<file path="src/common/mbrs_pkg.sv">
// Constants shared by the Modbus RTU read handler, its byte FIFO and its CRC stage.
// Assumes a single 50 MHz system clock and a byte-wide receiver on the same clock.
package mbrs_pkg;

   localparam int CLK_HZ = 50_000_000;
   localparam int BAUD = 19200;
   localparam int BITS_PER_CHAR = 11;
   // The frame gap is 3.5 character times, held as seven half characters.
   localparam int GAP_HALF_CHARS = 7;
   localparam longint GAP_NUM = longint'(GAP_HALF_CHARS) * longint'(BITS_PER_CHAR) * longint'(CLK_HZ);
   localparam longint GAP_DEN = 2 * longint'(BAUD);
   localparam int GAP_CYCLES = int'((GAP_NUM + GAP_DEN - 1) / GAP_DEN);

   localparam logic [7:0] FN_READ_HOLD = 8'h03;
   localparam logic [7:0] FN_PRESET_ONE = 8'h06;
   localparam logic [7:0] FN_DIAG = 8'h08;
   localparam logic [7:0] FN_PRESET_MULTI = 8'h10;
   localparam logic [7:0] FN_ACCESS_LOG = 8'h46;
   localparam logic [7:0] EXC_FLAG = 8'h80;
   localparam logic [7:0] EXC_ILLEGAL_FUNC = 8'h01;
   localparam logic [7:0] EXC_ILLEGAL_DATA = 8'h03;
   localparam logic [7:0] BCAST_ADDR = 8'h00;

   localparam logic [15:0] CRC_INIT = 16'hFFFF;
   localparam logic [15:0] CRC_POLY = 16'hA001;
   localparam logic [15:0] CRC_RESIDUE = 16'h0000;

   localparam logic [3:0] MIN_FRAME_LEN = 4'h4;
   localparam logic [3:0] READ_QUERY_LEN = 4'h8;
   localparam logic [3:0] LEN_SAT = 4'hF;
   localparam logic [15:0] MAX_POINTS = 16'h007D;
   localparam logic [7:0] MIN_BYTE_COUNT = 8'h02;
   localparam logic [7:0] MAX_BYTE_COUNT = 8'h14;
   localparam int FIFO_DEPTH = 8;

   typedef enum logic [3:0] {
      S_IDLE, S_ADDR, S_FUNC, S_BC, S_FETCH, S_HI, S_LO, S_CRCL, S_CRCH
   } mbrs_state_t;

endpackage

</file>
<file path="src/mbrs_crc.sv">
// One byte step of the CRC-16 used on the serial link, purely combinational.
// Assumes the caller holds the running value in its own register.
module mbrs_crc
   import mbrs_pkg::*;
(
   input wire logic [15:0] i_crc,
   input wire logic [7:0] i_byte,
   output logic [15:0] o_crc
);

   always_comb begin
      o_crc = i_crc ^ {8'h00, i_byte};
      for (int k = 0; k < 8; k++) begin
         o_crc = o_crc[0] ? ((o_crc >> 1) ^ CRC_POLY) : (o_crc >> 1);
      end
   end

endmodule

</file>
<file path="src/mbrs_fifo.sv">
// Small synchronous FIFO with valid and ready on both sides.
// Assumes one clock; read data come straight from the storage flip-flops.
module mbrs_fifo
   import mbrs_pkg::*;
#(
   parameter int WIDTH = 8,
   parameter int DEPTH = FIFO_DEPTH
) (
   input wire logic i_ref_clk,
   input wire logic i_rst,
   input wire logic i_in_valid,
   input wire logic [WIDTH-1:0] i_in_data,
   output logic o_in_ready,
   output logic o_out_valid,
   output logic [WIDTH-1:0] o_out_data,
   input wire logic i_out_ready
);

   localparam int AW = $clog2(DEPTH);

   typedef struct packed {
      logic [DEPTH-1:0][WIDTH-1:0] mem;
      logic [AW:0] wp;
      logic [AW:0] rp;
   } mbrs_fifo_t;

   mbrs_fifo_t r;
   mbrs_fifo_t next_r;
   logic full;
   logic empty;

   assign empty = (r.wp == r.rp);
   assign full = (r.wp[AW-1:0] == r.rp[AW-1:0]) && (r.wp[AW] != r.rp[AW]);
   assign o_in_ready = !full;
   assign o_out_valid = !empty;
   assign o_out_data = r.mem[r.rp[AW-1:0]];

   always_comb begin
      next_r = r;
      if (i_in_valid && !full) begin
         next_r.mem[r.wp[AW-1:0]] = i_in_data;
         next_r.wp = r.wp + 1'b1;
      end
      if (i_out_ready && !empty) begin
         next_r.rp = r.rp + 1'b1;
      end
   end

   always_ff @(posedge i_ref_clk or posedge i_rst) begin
      if (i_rst) begin
         r <= '0;
      end else begin
         r <= next_r;
      end
   end

endmodule

</file>
<file path="src/mbrs_handler.sv">
// Modbus RTU slave message handler: frames received bytes, checks them and answers holding register reads.
// Assumes a byte receiver and a byte transmitter on the same clock and a register map answering reads.
//
// How it works
// - preset-multiple accepted addressed and broadcast.
// - access-log handed out, never when broadcast.
// - CRC appended low byte then high.
// - recomputed CRC mismatch marks frame erroneous.
// - start address is register number minus 40001.
// - a read requests at most 125 registers; the handler answers at most 10, more get an illegal data exception.
// - broadcast holding register read is dropped.
// - response byte count stays within 2..20.
// - byte count is twice the requested points.
// - reply is address, function, count, data, CRC.
// - registers ascending, high byte before low.
// - reads reach every mapped holding register kind.
// - 3.5 character idle gap ends a frame.
// - hardware, framing or CRC errors get no reply.
// - broadcast presets executed, no broadcast query answered.
module mbrs_handler
   import mbrs_pkg::*;
#(
   parameter int GAP_LEN = GAP_CYCLES
) (
   input wire logic i_ref_clk,
   input wire logic i_rst,
   input wire logic [7:0] i_station,
   input wire logic i_rx_valid,
   input wire logic [7:0] i_rx_data,
   input wire logic i_rx_err,
   output logic o_tx_valid,
   output logic [7:0] o_tx_data,
   input wire logic i_tx_ready,
   output logic o_reg_rd_req,
   output logic [15:0] o_reg_rd_addr,
   input wire logic i_reg_rd_ack,
   input wire logic [15:0] i_reg_rd_data,
   output logic o_cmd_valid,
   output logic o_cmd_bcast,
   output logic [7:0] o_cmd_func,
   output logic [15:0] o_cmd_word0,
   output logic [15:0] o_cmd_word1,
   output logic o_crc_err,
   output logic o_busy
);

   localparam int GW = $clog2(GAP_LEN + 1);

   typedef struct packed {
      mbrs_state_t st;
      logic [GW-1:0] gap;
      logic in_frame;
      logic [3:0] len;
      logic [7:0] addr;
      logic [7:0] func;
      logic [7:0] b2;
      logic [7:0] b3;
      logic [7:0] b4;
      logic [7:0] b5;
      logic [15:0] rcrc;
      logic bad;
      logic [15:0] tcrc;
      logic exc;
      logic [7:0] excode;
      logic [3:0] left;
      logic [15:0] raddr;
      logic [15:0] rdata;
      logic cmd_valid;
      logic cmd_bcast;
      logic crc_err;
   } mbrs_hdl_t;

   mbrs_hdl_t r;
   mbrs_hdl_t next_r;

   logic fend;
   logic frame_good;
   logic for_me;
   logic bcast;
   logic [15:0] points;
   logic read_ok;
   logic [15:0] rx_base;
   logic [15:0] rx_crc;
   logic [15:0] tx_crc;
   logic [7:0] tx_byte;
   logic push;
   logic fifo_ready;
   logic taken;

   ////////////////////////////////////////////////////////////////////////////
   // Frame checks.

   assign fend = r.in_frame && !i_rx_valid && (r.gap == GW'(GAP_LEN - 1));
   assign frame_good = !r.bad && (r.len >= MIN_FRAME_LEN) && (r.rcrc == CRC_RESIDUE);
   assign bcast = (r.addr == BCAST_ADDR);
   assign for_me = bcast || (r.addr == i_station);
   assign points = {r.b4, r.b5};
   assign read_ok = (points != 16'h0000) && (points <= MAX_POINTS)
                    && ({1'b0, points[6:0]} <= MAX_BYTE_COUNT[7:0] >> 1) && (points[15:7] == 9'h000)
                    && (r.len == READ_QUERY_LEN);
   assign rx_base = r.in_frame ? r.rcrc : CRC_INIT;

   mbrs_crc u_rx_crc (
      .i_crc(rx_base),
      .i_byte(i_rx_data),
      .o_crc(rx_crc)
   );

   mbrs_crc u_tx_crc (
      .i_crc(r.tcrc),
      .i_byte(tx_byte),
      .o_crc(tx_crc)
   );

   ////////////////////////////////////////////////////////////////////////////
   // Transmit byte selection.

   always_comb begin
      push = 1'b1;
      case (r.st)
         S_ADDR: tx_byte = r.addr;
         S_FUNC: tx_byte = r.exc ? (r.func | EXC_FLAG) : r.func;
         S_BC: tx_byte = r.exc ? r.excode : {3'h0, r.left, 1'b0};
         S_HI: tx_byte = r.rdata[15:8];
         S_LO: tx_byte = r.rdata[7:0];
         S_CRCL: tx_byte = r.tcrc[7:0];
         S_CRCH: tx_byte = r.tcrc[15:8];
         default: begin
            tx_byte = 8'h00;
            push = 1'b0;
         end
      endcase
   end

   assign taken = push && fifo_ready;

   mbrs_fifo #(
      .WIDTH(8),
      .DEPTH(FIFO_DEPTH)
   ) u_fifo (
      .i_ref_clk(i_ref_clk),
      .i_rst(i_rst),
      .i_in_valid(push),
      .i_in_data(tx_byte),
      .o_in_ready(fifo_ready),
      .o_out_valid(o_tx_valid),
      .o_out_data(o_tx_data),
      .i_out_ready(i_tx_ready)
   );

   ////////////////////////////////////////////////////////////////////////////
   // Next state.

   always_comb begin
      next_r = r;
      next_r.cmd_valid = 1'b0;
      next_r.crc_err = 1'b0;
      // Bytes arriving while a reply is in progress spoil the frame, since the header is still in use.
      if (i_rx_valid) begin
         next_r.in_frame = 1'b1;
         next_r.gap = '0;
         next_r.rcrc = rx_crc;
         next_r.len = !r.in_frame ? 4'h1 : ((r.len == LEN_SAT) ? LEN_SAT : r.len + 4'h1);
         next_r.bad = (r.in_frame && r.bad) || i_rx_err || (r.st != S_IDLE);
         if (r.st == S_IDLE) begin
            case (r.in_frame ? r.len : 4'h0)
               4'h0: next_r.addr = i_rx_data;
               4'h1: next_r.func = i_rx_data;
               4'h2: next_r.b2 = i_rx_data;
               4'h3: next_r.b3 = i_rx_data;
               4'h4: next_r.b4 = i_rx_data;
               4'h5: next_r.b5 = i_rx_data;
               default: next_r.b5 = r.b5;
            endcase
         end
      end else if (r.in_frame) begin
         next_r.bad = r.bad || i_rx_err;
         if (fend) begin
            next_r.in_frame = 1'b0;
         end else begin
            next_r.gap = r.gap + 1'b1;
         end
      end
      if (fend && r.st == S_IDLE) begin
         if (!frame_good) begin
            next_r.crc_err = !r.bad && (r.len >= MIN_FRAME_LEN);
         end else if (for_me) begin
            next_r.tcrc = CRC_INIT;
            next_r.exc = 1'b0;
            case (r.func)
               FN_READ_HOLD: begin
                  if (!bcast) begin
                     next_r.st = S_ADDR;
                     next_r.exc = !read_ok;
                     next_r.excode = EXC_ILLEGAL_DATA;
                     next_r.left = points[3:0];
                     next_r.raddr = {r.b2, r.b3};
                  end
               end
               FN_PRESET_MULTI, FN_PRESET_ONE: begin
                  next_r.cmd_valid = 1'b1;
                  next_r.cmd_bcast = bcast;
               end
               FN_ACCESS_LOG, FN_DIAG: begin
                  next_r.cmd_valid = !bcast;
                  next_r.cmd_bcast = 1'b0;
               end
               default: begin
                  if (!bcast) begin
                     next_r.st = S_ADDR;
                     next_r.exc = 1'b1;
                     next_r.excode = EXC_ILLEGAL_FUNC;
                  end
               end
            endcase
         end
      end
      if (taken && r.st != S_CRCL && r.st != S_CRCH) begin
         next_r.tcrc = tx_crc;
      end
      case (r.st)
         S_ADDR: if (taken) next_r.st = S_FUNC;
         S_FUNC: if (taken) next_r.st = S_BC;
         S_BC: if (taken) next_r.st = r.exc ? S_CRCL : S_FETCH;
         S_FETCH: begin
            if (i_reg_rd_ack) begin
               next_r.rdata = i_reg_rd_data;
               next_r.raddr = r.raddr + 16'h0001;
               next_r.left = r.left - 4'h1;
               next_r.st = S_HI;
            end
         end
         S_HI: if (taken) next_r.st = S_LO;
         S_LO: if (taken) next_r.st = (r.left == 4'h0) ? S_CRCL : S_FETCH;
         S_CRCL: if (taken) next_r.st = S_CRCH;
         S_CRCH: if (taken) next_r.st = S_IDLE;
         default: begin
            // Idle keeps whatever the frame-end decode above chose, so a reply can start.
         end
      endcase
   end

   always_ff @(posedge i_ref_clk or posedge i_rst) begin
      if (i_rst) begin
         r <= '0;
      end else begin
         r <= next_r;
      end
   end

   ////////////////////////////////////////////////////////////////////////////
   // Outputs.

   assign o_reg_rd_req = (r.st == S_FETCH);
   assign o_reg_rd_addr = r.raddr;
   assign o_cmd_valid = r.cmd_valid;
   assign o_cmd_bcast = r.cmd_bcast;
   assign o_cmd_func = r.func;
   assign o_cmd_word0 = {r.b2, r.b3};
   assign o_cmd_word1 = {r.b4, r.b5};
   assign o_crc_err = r.crc_err;
   assign o_busy = (r.st != S_IDLE);

   ////////////////////////////////////////////////////////////////////////////
   // Checks.

   a_bad_crc_quiet: assert property (
      @(posedge i_ref_clk) disable iff (i_rst)
      (fend && r.st == S_IDLE && r.rcrc != CRC_RESIDUE) |=> (r.st == S_IDLE) [*2])
      else $error("reply started for a frame with a bad CRC");
   a_err_frame_quiet: assert property (
      @(posedge i_ref_clk) disable iff (i_rst)
      (fend && r.st == S_IDLE && r.bad) |=> (r.st == S_IDLE && !r.cmd_valid))
      else $error("errored frame was acted on");
   a_bcast_silent: assert property (
      @(posedge i_ref_clk) disable iff (i_rst)
      (fend && r.st == S_IDLE && r.addr == BCAST_ADDR) |=> (r.st == S_IDLE))
      else $error("broadcast query got a reply");
   a_bcast_preset: assert property (
      @(posedge i_ref_clk) disable iff (i_rst)
      (fend && r.st == S_IDLE && frame_good && bcast && r.func == FN_PRESET_MULTI) |=> (r.cmd_valid && r.cmd_bcast))
      else $error("broadcast preset multiple not executed");
   a_log_no_bcast: assert property (
      @(posedge i_ref_clk) disable iff (i_rst)
      (fend && r.st == S_IDLE && bcast && r.func == FN_ACCESS_LOG) |=> !r.cmd_valid)
      else $error("broadcast access log executed");
   a_count_range: assert property (
      @(posedge i_ref_clk) disable iff (i_rst)
      (r.st == S_BC && !r.exc) |-> (tx_byte >= MIN_BYTE_COUNT && tx_byte <= MAX_BYTE_COUNT))
      else $error("byte count out of range");
   a_count_twice: assert property (
      @(posedge i_ref_clk) disable iff (i_rst)
      (fend && r.st == S_IDLE && frame_good && for_me && !bcast && r.func == FN_READ_HOLD && read_ok)
      |=> (r.left == $past(points[3:0])) ##[1:1000] (r.st == S_BC && tx_byte == {$past(r.b5[6:0], 2), 1'b0}))
      else $error("byte count is not twice the points");
   a_reg_step: assert property (
      @(posedge i_ref_clk) disable iff (i_rst)
      (r.st == S_FETCH && i_reg_rd_ack) |=> (r.raddr == $past(r.raddr) + 16'h0001 && r.st == S_HI
      && r.rdata == $past(i_reg_rd_data)))
      else $error("register order or data wrong");
   a_crc_order: assert property (
      @(posedge i_ref_clk) disable iff (i_rst)
      (r.st == S_CRCL && taken) |=> (r.st == S_CRCH && tx_byte == $past(r.tcrc[15:8])))
      else $error("CRC high byte not after low byte");
   a_exc_flag: assert property (
      @(posedge i_ref_clk) disable iff (i_rst)
      (r.st == S_FUNC && r.exc) |-> (tx_byte[7] && tx_byte[6:0] == r.func[6:0]))
      else $error("exception reply lacks the flag");
   a_gap_restart: assert property (
      @(posedge i_ref_clk) disable iff (i_rst)
      i_rx_valid |=> (r.in_frame && r.gap == '0))
      else $error("byte did not restart the gap timer");

endmodule

</file>
<file path="config.mk">
export PLATFORM = sky130hd
export DESIGN_NAME = mbrs_handler
export DESIGN_NICKNAME = d
export VERILOG_FILES = /design/src/common/mbrs_pkg.sv /design/src/mbrs_crc.sv /design/src/mbrs_fifo.sv /design/src/mbrs_handler.sv
export SDC_FILE = /design/constraint.sdc
export NUM_CORES = 1
export LEC_CHECK = 0
export ABC_CLOCK_PERIOD_IN_PS = 11300
export BUFFER_PORTS_ARGS = -buffer_cell sky130_fd_sc_hd__buf_4
export CORE_ASPECT_RATIO = 0.5
export CORE_MARGIN = 8
export CORE_UTILIZATION = 50
export CTS_CLUSTER_SIZE = 20
export DETAILED_ROUTE_END_ITERATION = 8
export PLACE_DENSITY_LB_ADDON = 0.2
export SETUP_SLACK_MARGIN = 0.5
export SLEW_MARGIN = 15
export SYNTH_ARGS = -nofsm -noshare
export SYNTH_HDL_FRONTEND = slang
export SYNTH_SLANG_ARGS = --single-unit
</file>
<file path="constraint.sdc">
create_clock -name i_ref_clk -period 11.3 [get_ports i_ref_clk]
set_clock_uncertainty 0.15 [all_clocks]
set_input_delay 2.26 -clock i_ref_clk [delete_from_list [all_inputs] [get_ports i_ref_clk]]
set_output_delay 2.26 -clock i_ref_clk [all_outputs]
set_load 0.1 [all_outputs]
</file>
Word level (Yosys, flattened, before mapping)
Index checks and enable logic that the tools add are counted.

$add $sub $neg: 6. Magnitude comparators: 6. Equality and inequality tests: 28. Muxes and demuxes: 66. Bitwise logic cells: 20. Reduce and logical (&&, ||, !) cells: 55.

Operators with widths (count): $mux W16 (18); $mux W45 (3); $mux W36 (2); $bwmux W64 (1); $mux W4 (16); $pmux W8 S7 (1); $not A2 Y3 (16); $mux W18 (2); $mux W8 (4); $pmux W4 S8 (1); $xor A16 B8 Y16 (2); $mux W29 (1); $bmux W8 S3 (1); $demux W8 S3 (1); $eq A4 B3 Y1 const B (6); $reduce_and A3 Y1 (8); $mux W20 (1); $pmux W9 S2 (1); $add A17 B1 Y17 const B (1); $eq A17 B17 Y1 const B (1); $mux W17 (1); $add A16 B1 Y16 const B (1); $eq A4 B2 Y1 const B (4); $le A16 B7 Y1 const B (1); 42 further kinds (87).

Register bits after elaboration: 227. Input bits: 38. Output and inout port bits: 70. Logic and storage cells: 212.

Logic depth before layout (Yosys ltp)
Gate-level depths: netlist of run 1.

Depth after elaboration: 20. Depth in mapped cells: 14. Depth with buffers taken out: 11.

Cells and area by module
A second synthesis of run 1 with hierarchy kept.

Cell total of the unflattened synthesis: 1099. Area total of the unflattened synthesis: 12007.8 um^2.

Modules (own cells, without submodules): mbrs_handler (times used 1, cells each 838, area each 8013.9 um^2, sequential area each 3728.6 um^2); mbrs_fifo (times used 1, cells each 209, area each 3490.8 um^2, sequential area each 1801.7 um^2); mbrs_crc (times used 2, cells each 26, area each 251.5 um^2, sequential area each 0.0 um^2).

Worst setup path before layout of run 1
OpenSTA, ideal clock, no wires.

Kind: reg-to-output. Start point: register r[152] (netlist name). End point: output o_reg_rd_req. Data arrival time: 3101 ps. Required time: 8890 ps. Setup slack: 5789 ps. Cell stages (with the launch flop): 6. Path buffers: 4. Path through: dfrtp_1 -> buf_6 -> buf_6 -> buf_2 -> buf_2 -> nor3_1.

Cells in the longest elaborated chain, start to end: 1.

RTL lines: start: declaration (line mbrs_handler.sv:73) `mbrs_hdl_t r;`; start signal: assignment (line mbrs_handler.sv:247) `r <= next_r;`; $eq A4 B3 Y1 (line mbrs_handler.sv:254) `assign o_reg_rd_req = (r.st == S_FETCH);`; end: declaration (line mbrs_handler.sv:34) `output logic o_reg_rd_req,`.

No other way between the ends.

Worst setup path after layout of run 1
Start point: register u_fifo.r[1] (netlist name). End point: output o_tx_data[5].

Cells in the longest elaborated chain, start to end: 2.

RTL lines: start: declaration (line mbrs_fifo.sv:27) `mbrs_fifo_t r;`; start signal: assignment (line mbrs_fifo.sv:53) `r <= next_r;`; $bmux W8 S3 (line mbrs_fifo.sv:36) `assign o_out_data = r.mem[r.rp[AW-1:0]];`; $mux W8 (not written as such) (line mbrs_fifo.sv:36); end: declaration (line mbrs_handler.sv:32) `output logic [7:0] o_tx_data,`.

No other way between the ends. The select of a mux whose other input is x is not followed.

==> metrics.md, run 1 <==
| Metric | Value |
|---|---|
| Status | `completed` |
| WP data arrival | `2.67 ns` |
| I/O pin count | `108` |
| Final Hold Viols | `0` |
| Total wire length | `~28 mm` |
| CTS H-tree lvls | `1` |
| Final period utilization | `between 40% and 50%` |
| Via-per-instance ratio | `roughly 5.7` |
| Max-slew violation count | `0` |
| CTS root buffer | `clkbuf_16` |
| Drt wl/cell | `between 15 and 20 um` |
| Number of global-route vias before repair | `about 8400` |
| Worst setup path class | `reg2out` |
| RSZ-0062 raised after global routing | `no` |
| Final min period | `5.08 ns` |
| Ant. Diodes | `0` |
| Vias | `8388` |
| CTS tree | `yes` |
| Fill count | `1989` |
| Fin Setup TNS | `0 ns` |
| DP Area | `approximately 12000 um^2` |
| Starting Density | `51.3%` |
| DR DRC count | `0` |
| Setup bufs post-CTS | `0` |
| Die W | `approximately 230 um` |
| Post-synth EDFFs | `0` |
| Initial antenna violation count | `0` |
| Maximum vdd ir drop | `0.000266 V` |
| P_leak | `0.00586 uW` |
| Post-synthesis cell area | `11800 um^2` |
| Max_cap viols | `0` |
| Top_reg_cell synth | `dfrtp_1` |
| GRT Resource Usage Total | `19.3%` |
| CP Cell Sequence | `mux4_2, mux2_2, buf_4` |
| Post-route design area | `around 13000 um^2` |
| Most frequent cell after synthesis | `dfrtp_1` |
| Min-Delay Path Class | `reg2reg` |
| First-pass GRT wire length | `46.0 mm` |
| Final #Nets | `1189` |
| Placer congestion estimate | `0.806` |
| Critical path buffers and inverters | `1` |
| Mapped Cells | `1119` |
| Area leader, netlist | `dfrtp_1` |
| Startpoint types | `flop` |
| Total die area | `29100 um^2` |
| 1st-iter DRT viols | `710` |
| Post-Synth Adder-Cell Area | `0.952%` |
| Total CTS buffers | `21` |
| Largest family of logic cells by synthesized area | `simple AND/OR/NAND/NOR gates` |
| Post-DP HPWL | `20.1 mm` |
| Pwr Density | `220 nW/um^2` |
| Total grt overflow | `0` |
| Seq cells post-synth | `221` |
| Port buffer count | `approximately 110` |
| Final Util | `57.0%` |
| Simple logic cell fraction of the synthesized area | `15.1%` |
| Compound-Gate Fraction of Synth Area | `about a tenth` |
| Synthesis warning total | `0` |
| Post-synth cell types | `84` |
| Area grow syn2layout | `11.0%` |
| Slowest-stage cell, CP | `dfrtp_1` |
| Clock Sink Count | `221` |
| Delay-heaviest family, CP | `flip-flops` |
| Register area share after synthesis | `46.8%` |
| Xor and xnor area share after synthesis | `6.91%` |
| Fraction of layout cells with a size suffix above 1 | `26.5%` |
| Latest clock arrival within the worst-skew pair | `0.52 ns` |
| Synth top cells by count | `dfrtp_1, nand2_1, nor2_1` |
| Worst-Margin Slew | `a little over 1 ns` |
| Crit path max fanout | `20` |
| CTS Buffer Depth | `3` |
| Synth area leaders | `dfrtp_1, mux2_2, xnor2_1` |
| Die H | `125 um` |
| Cts repair resizes | `0` |
| Mean Syn Cell Area | `10.6 um^2` |
| Syn Nets | `1166` |
| DR pass1 iterations | `5` |
| Pin count of the biggest net entering global routing | `157` |
| Crit-path max cell delay | `1.01 ns` |
| Fmax | `~200 MHz` |
| CTS clock-pin slew for the worst setup and hold paths | `0.07 ns` |
| Worst Hold Slack | `0.330 ns` |
| Post-synthesis mux area share | `roughly 13%` |
| Core ar. | `between 20000 and 25000 um^2` |
| Final Setup Violations | `0` |
| CP Data Required Time | `just under 9 ns` |
| Top-area cell type share of the netlist area | `46.8%` |
| Antenna-violating nets left | `0` |
| Async S/R FF share, synth | `100%` |
| Post-CTS Hold Buffers | `0` |
| Row count | `39` |
| Max-slew headroom at the worst pin | `approximately a third` |
| Crit end category | `output pin` |
-- sequential cells by signal, summed over array words and instances, names as in the netlist --
signal         count
o_cmd_func         8
o_reg_rd_addr     16
o_cmd_bcast        1
o_cmd_word1       16
r                 90
o_cmd_valid        1
o_crc_err          1
o_cmd_word0       16
u_fifo.r          72
-- per-stage QoR --
stage | power, uW | std cells | setup slack [ns]
after floorplan | 2000 | 1119 | 2.84
after global placement | 2140 | 1426 | 6.13
after detailed placement | 2150 | 1426 | 6.00
after CTS | 2910 | 1464 | 6.18
after global routing | 3000 | 1464 | 6.08
final | 2890 | 1464 | 6.22
-- routing by layer --
layer | vias up | GRT usage, % | wire, um
met5 | - | 0 | 0
met4 | 0 | 4.24 | 551
met3 | 35 | 3.80 | 1320
met2 | 175 | 31.9 | 13700
met1 | 4247 | 26.1 | 12700
li1 | 3931 | - | -
-- layout by cell type, fill, tap and decap left out, types with 13 or more instances in the layout --
cell type  count
xnor2_1       53
nor2_1       104
mux2_2        99
nor3_1        15
nand2_1      108
a21oi_1       59
inv_1         21
clkbuf_16     21
buf_4        118
mux4_2        16
o21ai_0       42
nor4_1        13
dfrtp_1      221
nand3_1       34
nand4_1       14
xor2_1        22
-- worst register-to-register path, cell delays in order (launching register included) --
cell and delay [ns]:
dfrtp_1 1.01, xor2_1 0.20, nor3_1 0.09, nand2b_1 0.37, o311a_1 0.58, nand2b_1 0.21, nor3b_2 0.74, mux2_2 0.42
-- path summary, 6_finish.rpt --
check | cells after the start | to | slack, ns | from
worst max-delay path | 3 | o_tx_data[5] | 6.22 | u_fifo.r[1]
worst min-delay path | 2 | r[40] | 0.33 | r[40]
worst max register to register | 7 | u_fifo.r[18] | 7.41 | u_fifo.r[1]
worst min register to register | 2 | r[40] | 0.33 | r[40]
max in group asynchronous | 3 | u_fifo.r[16] | 7.86 | i_rst
min in group asynchronous | 2 | o_cmd_valid | 1.70 | i_rst
-- cell families (layout without fill, tap and decap cells) --
| kind of cell | after synthesis | count (layout) |
|---|---|---|
| adder cells (fa/ha/maj) | 9 | 9 |
| flip-flops | 221 | 221 |
| multiplexers | 126 | 126 |
| AO/OA/AOI/OAI | 178 | 178 |
| buffers and inverters | 140 | 178 |
| XOR/XNOR | 83 | 83 |
| AND/OR/NAND/NOR | 362 | 362 |
-- power by group --
group          internal [uW]  total [uW]  switching, uW
clock network            437         747            311
registers                913        1090            173
logic                    311        1050            741
-- final cells by class --
| type | instances | area [um^2] | area share [%] |
|---|---|---|---|
| sequential | 221 | 5530 | 42.2 |
| inverter | 22 | 95.1 | 0.725 |
| timing repair buffer | 118 | 886 | 6.75 |
| clock buffer | 30 | 629 | 4.80 |
| clock inverter | 8 | 105 | 0.801 |
| tap | 307 | 384 | 2.93 |
| multi-input combinational | 758 | 5490 | 41.8 |
(Power assumes the default switching activity.)
==> run 2: changes to the inputs <==
- ABC_AREA: default -> 1
- ABC_CLOCK_PERIOD_IN_PS: 11300 -> 4250
- clock period: 11.3 -> 4.25 ns (I/O delays scaled with it)
==> run 2 against run 1 <==
  * Sequential share of layout area fell by 0.87 points
  * Critical path depth is 3 higher
  * Global-route usage is 1.2 points higher
  * Cell area grew 2.1%
  * Die area is 1.3% higher
  * Via count grew 19%
  * Synthesized cell count increased by 32%
  * Critical path type unchanged
==> metrics.md, run 2 <==
| Metric | Value |
|---|---|
| Worst-Margin Slew | `0.679 ns (-0.342 ns)` |
| Pwr Density | `894 nW/um^2 (+310%)` |
| Register area share after synthesis | `46.1% (-0.65 points)` |
| Final min period | `3.44 ns` |
| Total die area | `29500 um^2 (+1.3%)` |
| GRT Resource Usage Total | `20.6% (+1.2 points)` |
| Area leader, netlist | `dfrtp_1` |
| Via-per-instance ratio | `5.40 (-5.8%)` |
| Fin Setup TNS | `0 ns (unchanged)` |
| Synth top cells by count | `nand2_1, dfrtp_1, o21ai_0` |
| Final #Nets | `1569 (+32%)` |
| Max FFs per register | `90 (unchanged)` |
| First-pass GRT wire length | `50.7 mm (+10%)` |
| Cts repair resizes | `0 (unchanged)` |
| Fill count | `2207 (+11%)` |
| Seq cells post-synth | `221 (unchanged)` |
| Row count | `40 (+2.6%)` |
| Pin count of the biggest net entering global routing | `88 (-44%)` |
| Placer congestion estimate | `0.909 (+13%)` |
| Vias | `9984 (+19%)` |
| Drt wl/cell | `16.7 um (-13%)` |
| Number of global-route vias before repair | `9613 (+14%)` |
| CTS root buffer | `clkbuf_16` |
| RSZ-0062 raised after global routing | `no` |
| Worst setup path class | `reg2out` |
| Most common cell after layout, fill and taps aside | `nand2_1` |
| Fmax | `291 MHz` |
| Max_cap viols | `0 (unchanged)` |
| Final Hold Viols | `0 (unchanged)` |
| CTS H-tree lvls | `1 (unchanged)` |
| Pre-CTS setup slack | `1.01 ns (-4.99 ns)` |
| Starting Density | `50.4% (-0.89 points)` |
| Die H | `126 um (+0.62%)` |
| Biggest regs | `r x90, u_fifo.r x72` |
| Mapped Cells | `1472 (+32%)` |
| Worst setup margin | `0.809 ns (-5.41 ns)` |
| Fraction of layout cells with a size suffix above 1 | `16.3% (-10 points)` |
| Antenna-violating nets left | `0 (unchanged)` |
| Min-Delay Path Class | `in2async` |
| Total CTS buffers | `21 (unchanged)` |
| CP Data Required Time | `3.25 ns (-5.64 ns)` |
| Synth area leaders | `dfrtp_1, nand2_1, o21ai_0` |
| P_leak | `0.00655 uW (+12%)` |
| CTS clock-pin slew for the worst setup and hold paths | `0.07 ns (about the same)` |
| Top-area cell type share of the netlist area | `46.1% (-0.65 points)` |
| Status | `completed` |
| Setup bufs post-CTS | `0 (unchanged)` |
| Core ar. | `23800 um^2 (+3.2%)` |
| Crit end category | `output pin` |
| Crit path max fanout | `27 (+35%)` |
| Top_reg_cell synth | `dfrtp_1` |
| Final period utilization | `just over 80%` |
| Maximum vdd ir drop | `0.000743 V (+180%)` |
| I/O pin count | `108 (unchanged)` |
| Total wire length | `30.9 mm (+9.3%)` |
| Initial antenna violation count | `0 (unchanged)` |
| Ant. Diodes | `0 (unchanged)` |
| DR pass1 iterations | `5 (unchanged)` |
| Clock Sink Count | `221 (unchanged)` |
| Reg2reg setup slack | `1.18 ns (-6.23 ns)` |
| CTS tree | `yes` |
| Syn Nets | `1519 (+30%)` |
| Post-synthesis cell area | `12000 um^2 (+1.4%)` |
| DR DRC count | `0 (unchanged)` |
| Final Setup Violations | `0 (unchanged)` |
| Post-synth cell types | `48 (-43%)` |
| Post-CTS Hold Buffers | `0 (unchanged)` |
| Startpoint types | `flop` |
| Area grow syn2layout | `11.7%` |
| Max-slew violation count | `0 (unchanged)` |
| Die W | `235 um (+0.66%)` |
| CTS Buffer Depth | `3 (unchanged)` |
| Post-synth EDFFs | `0 (unchanged)` |
| Post-DP HPWL | `22.5 mm (+12%)` |
| Total grt overflow | `0 (unchanged)` |
| Latest clock arrival within the worst-skew pair | `0.51 ns (about the same)` |
| Mean Syn Cell Area | `8.15 um^2 (-23%)` |
| Most frequent cells in the layout | `nand2_1, dfrtp_1, o21ai_0, inv_1, buf_4` |
| Synthesis warning total | `0 (unchanged)` |
| 1st-iter DRT viols | `857 (+21%)` |
| Port buffer count | `107 (unchanged)` |
| Async S/R FF share, synth | `100% (unchanged)` |
| WP data arrival | `2.44 ns (-0.23 ns)` |
| Most frequent cell after synthesis | `nand2_1` |
| Max-slew headroom at the worst pin | `54.7% (+23 points)` |
| Reg with most FFs | `r` |
[run 2: path summary, 6_finish.rpt]
| path | cells after the start | start | to |
|---|---|---|---|
| worst max-delay path | 6 | u_fifo.r[1] | o_tx_valid |
| worst min register to register | 2 | r[39] | r[39] |
| min in group i_ref_clk | 2 | r[39] | r[39] |
| worst max register to register | 19 | r[151] | r[48] |
| worst min-delay path | 2 | i_rst | u_fifo.r[64] |
| max in group asynchronous | 3 | i_rst | r[75] |
[run 2: cell families (layout without fill, tap and decap cells)]
group                      Yosys count  count (layout)  synth area share, %
xor gates and xnor gates            43              43                 3.14
adders and majority gates            9               9                0.939
buffers and inverters              273             335                 10.5
and+or+nand+nor                    604             604                 22.6
DFF                                221             221                 46.1
AOI/OAI and AO/OA                  282             282                 12.9
muxes                               40              40                 3.76
[run 2: through the flow]
step | hold WS [ns] | cell area [um^2] | power (uW) | std cells | utilization (%)
3_3_place_gp | 0.297 | 12700 | 9980 | 1813 | 53.6
4_1_cts | 0.264 | 13400 | 12000 | 1848 | 56.3
3_5_place_dp | 0.301 | 12700 | 10100 | 1813 | 53.6
2_1_floorplan | 0.285 | 12000 | 8880 | 1472 | -
5_1_grt | 0.278 | 13400 | 12800 | 1849 | 56.4
6_report | 0.263 | 13400 | 12000 | 1849 | 56.4
[run 2: metal layers]
| metal | track usage [%] | routed length, um |
|---|---|---|
| met2 | 34.3 | 14700 |
| met3 | 3.49 | 1310 |
| met5 | 0 | 0 |
| met1 | 27.6 | 14100 |
| met4 | 5.31 | 777 |
[run 2: worst max-delay path, cell delays in order, from the launching register on]
cell and delay, ns:
dfrtp_1 0.37, buf_4 0.23, inv_1 0.33, nor2_1 0.08, nor4_1 0.46, nand2_1 0.19
buf_4 0.28
[run 2: where the power goes]
part	internal (uW)	switching (uW)	leakage, uW
Sequential	2860	604	0.00282
Combinational	1810	4850	0.00341
Clock	1020	829	0.000321
[run 2: cell type report]
type / count / area (um^2) / share of cell area, %
Clock buffer: 26 / 574 / 4.29
Clock inverter: 9 / 75.1 / 0.560
Inverter: 176 / 664 / 4.96
Multi-Input combinational cell: 978 / 5200 / 38.8
Sequential cell: 221 / 5530 / 41.3
Tap cell: 315 / 394 / 2.94
Timing Repair Buffer: 124 / 956 / 7.14
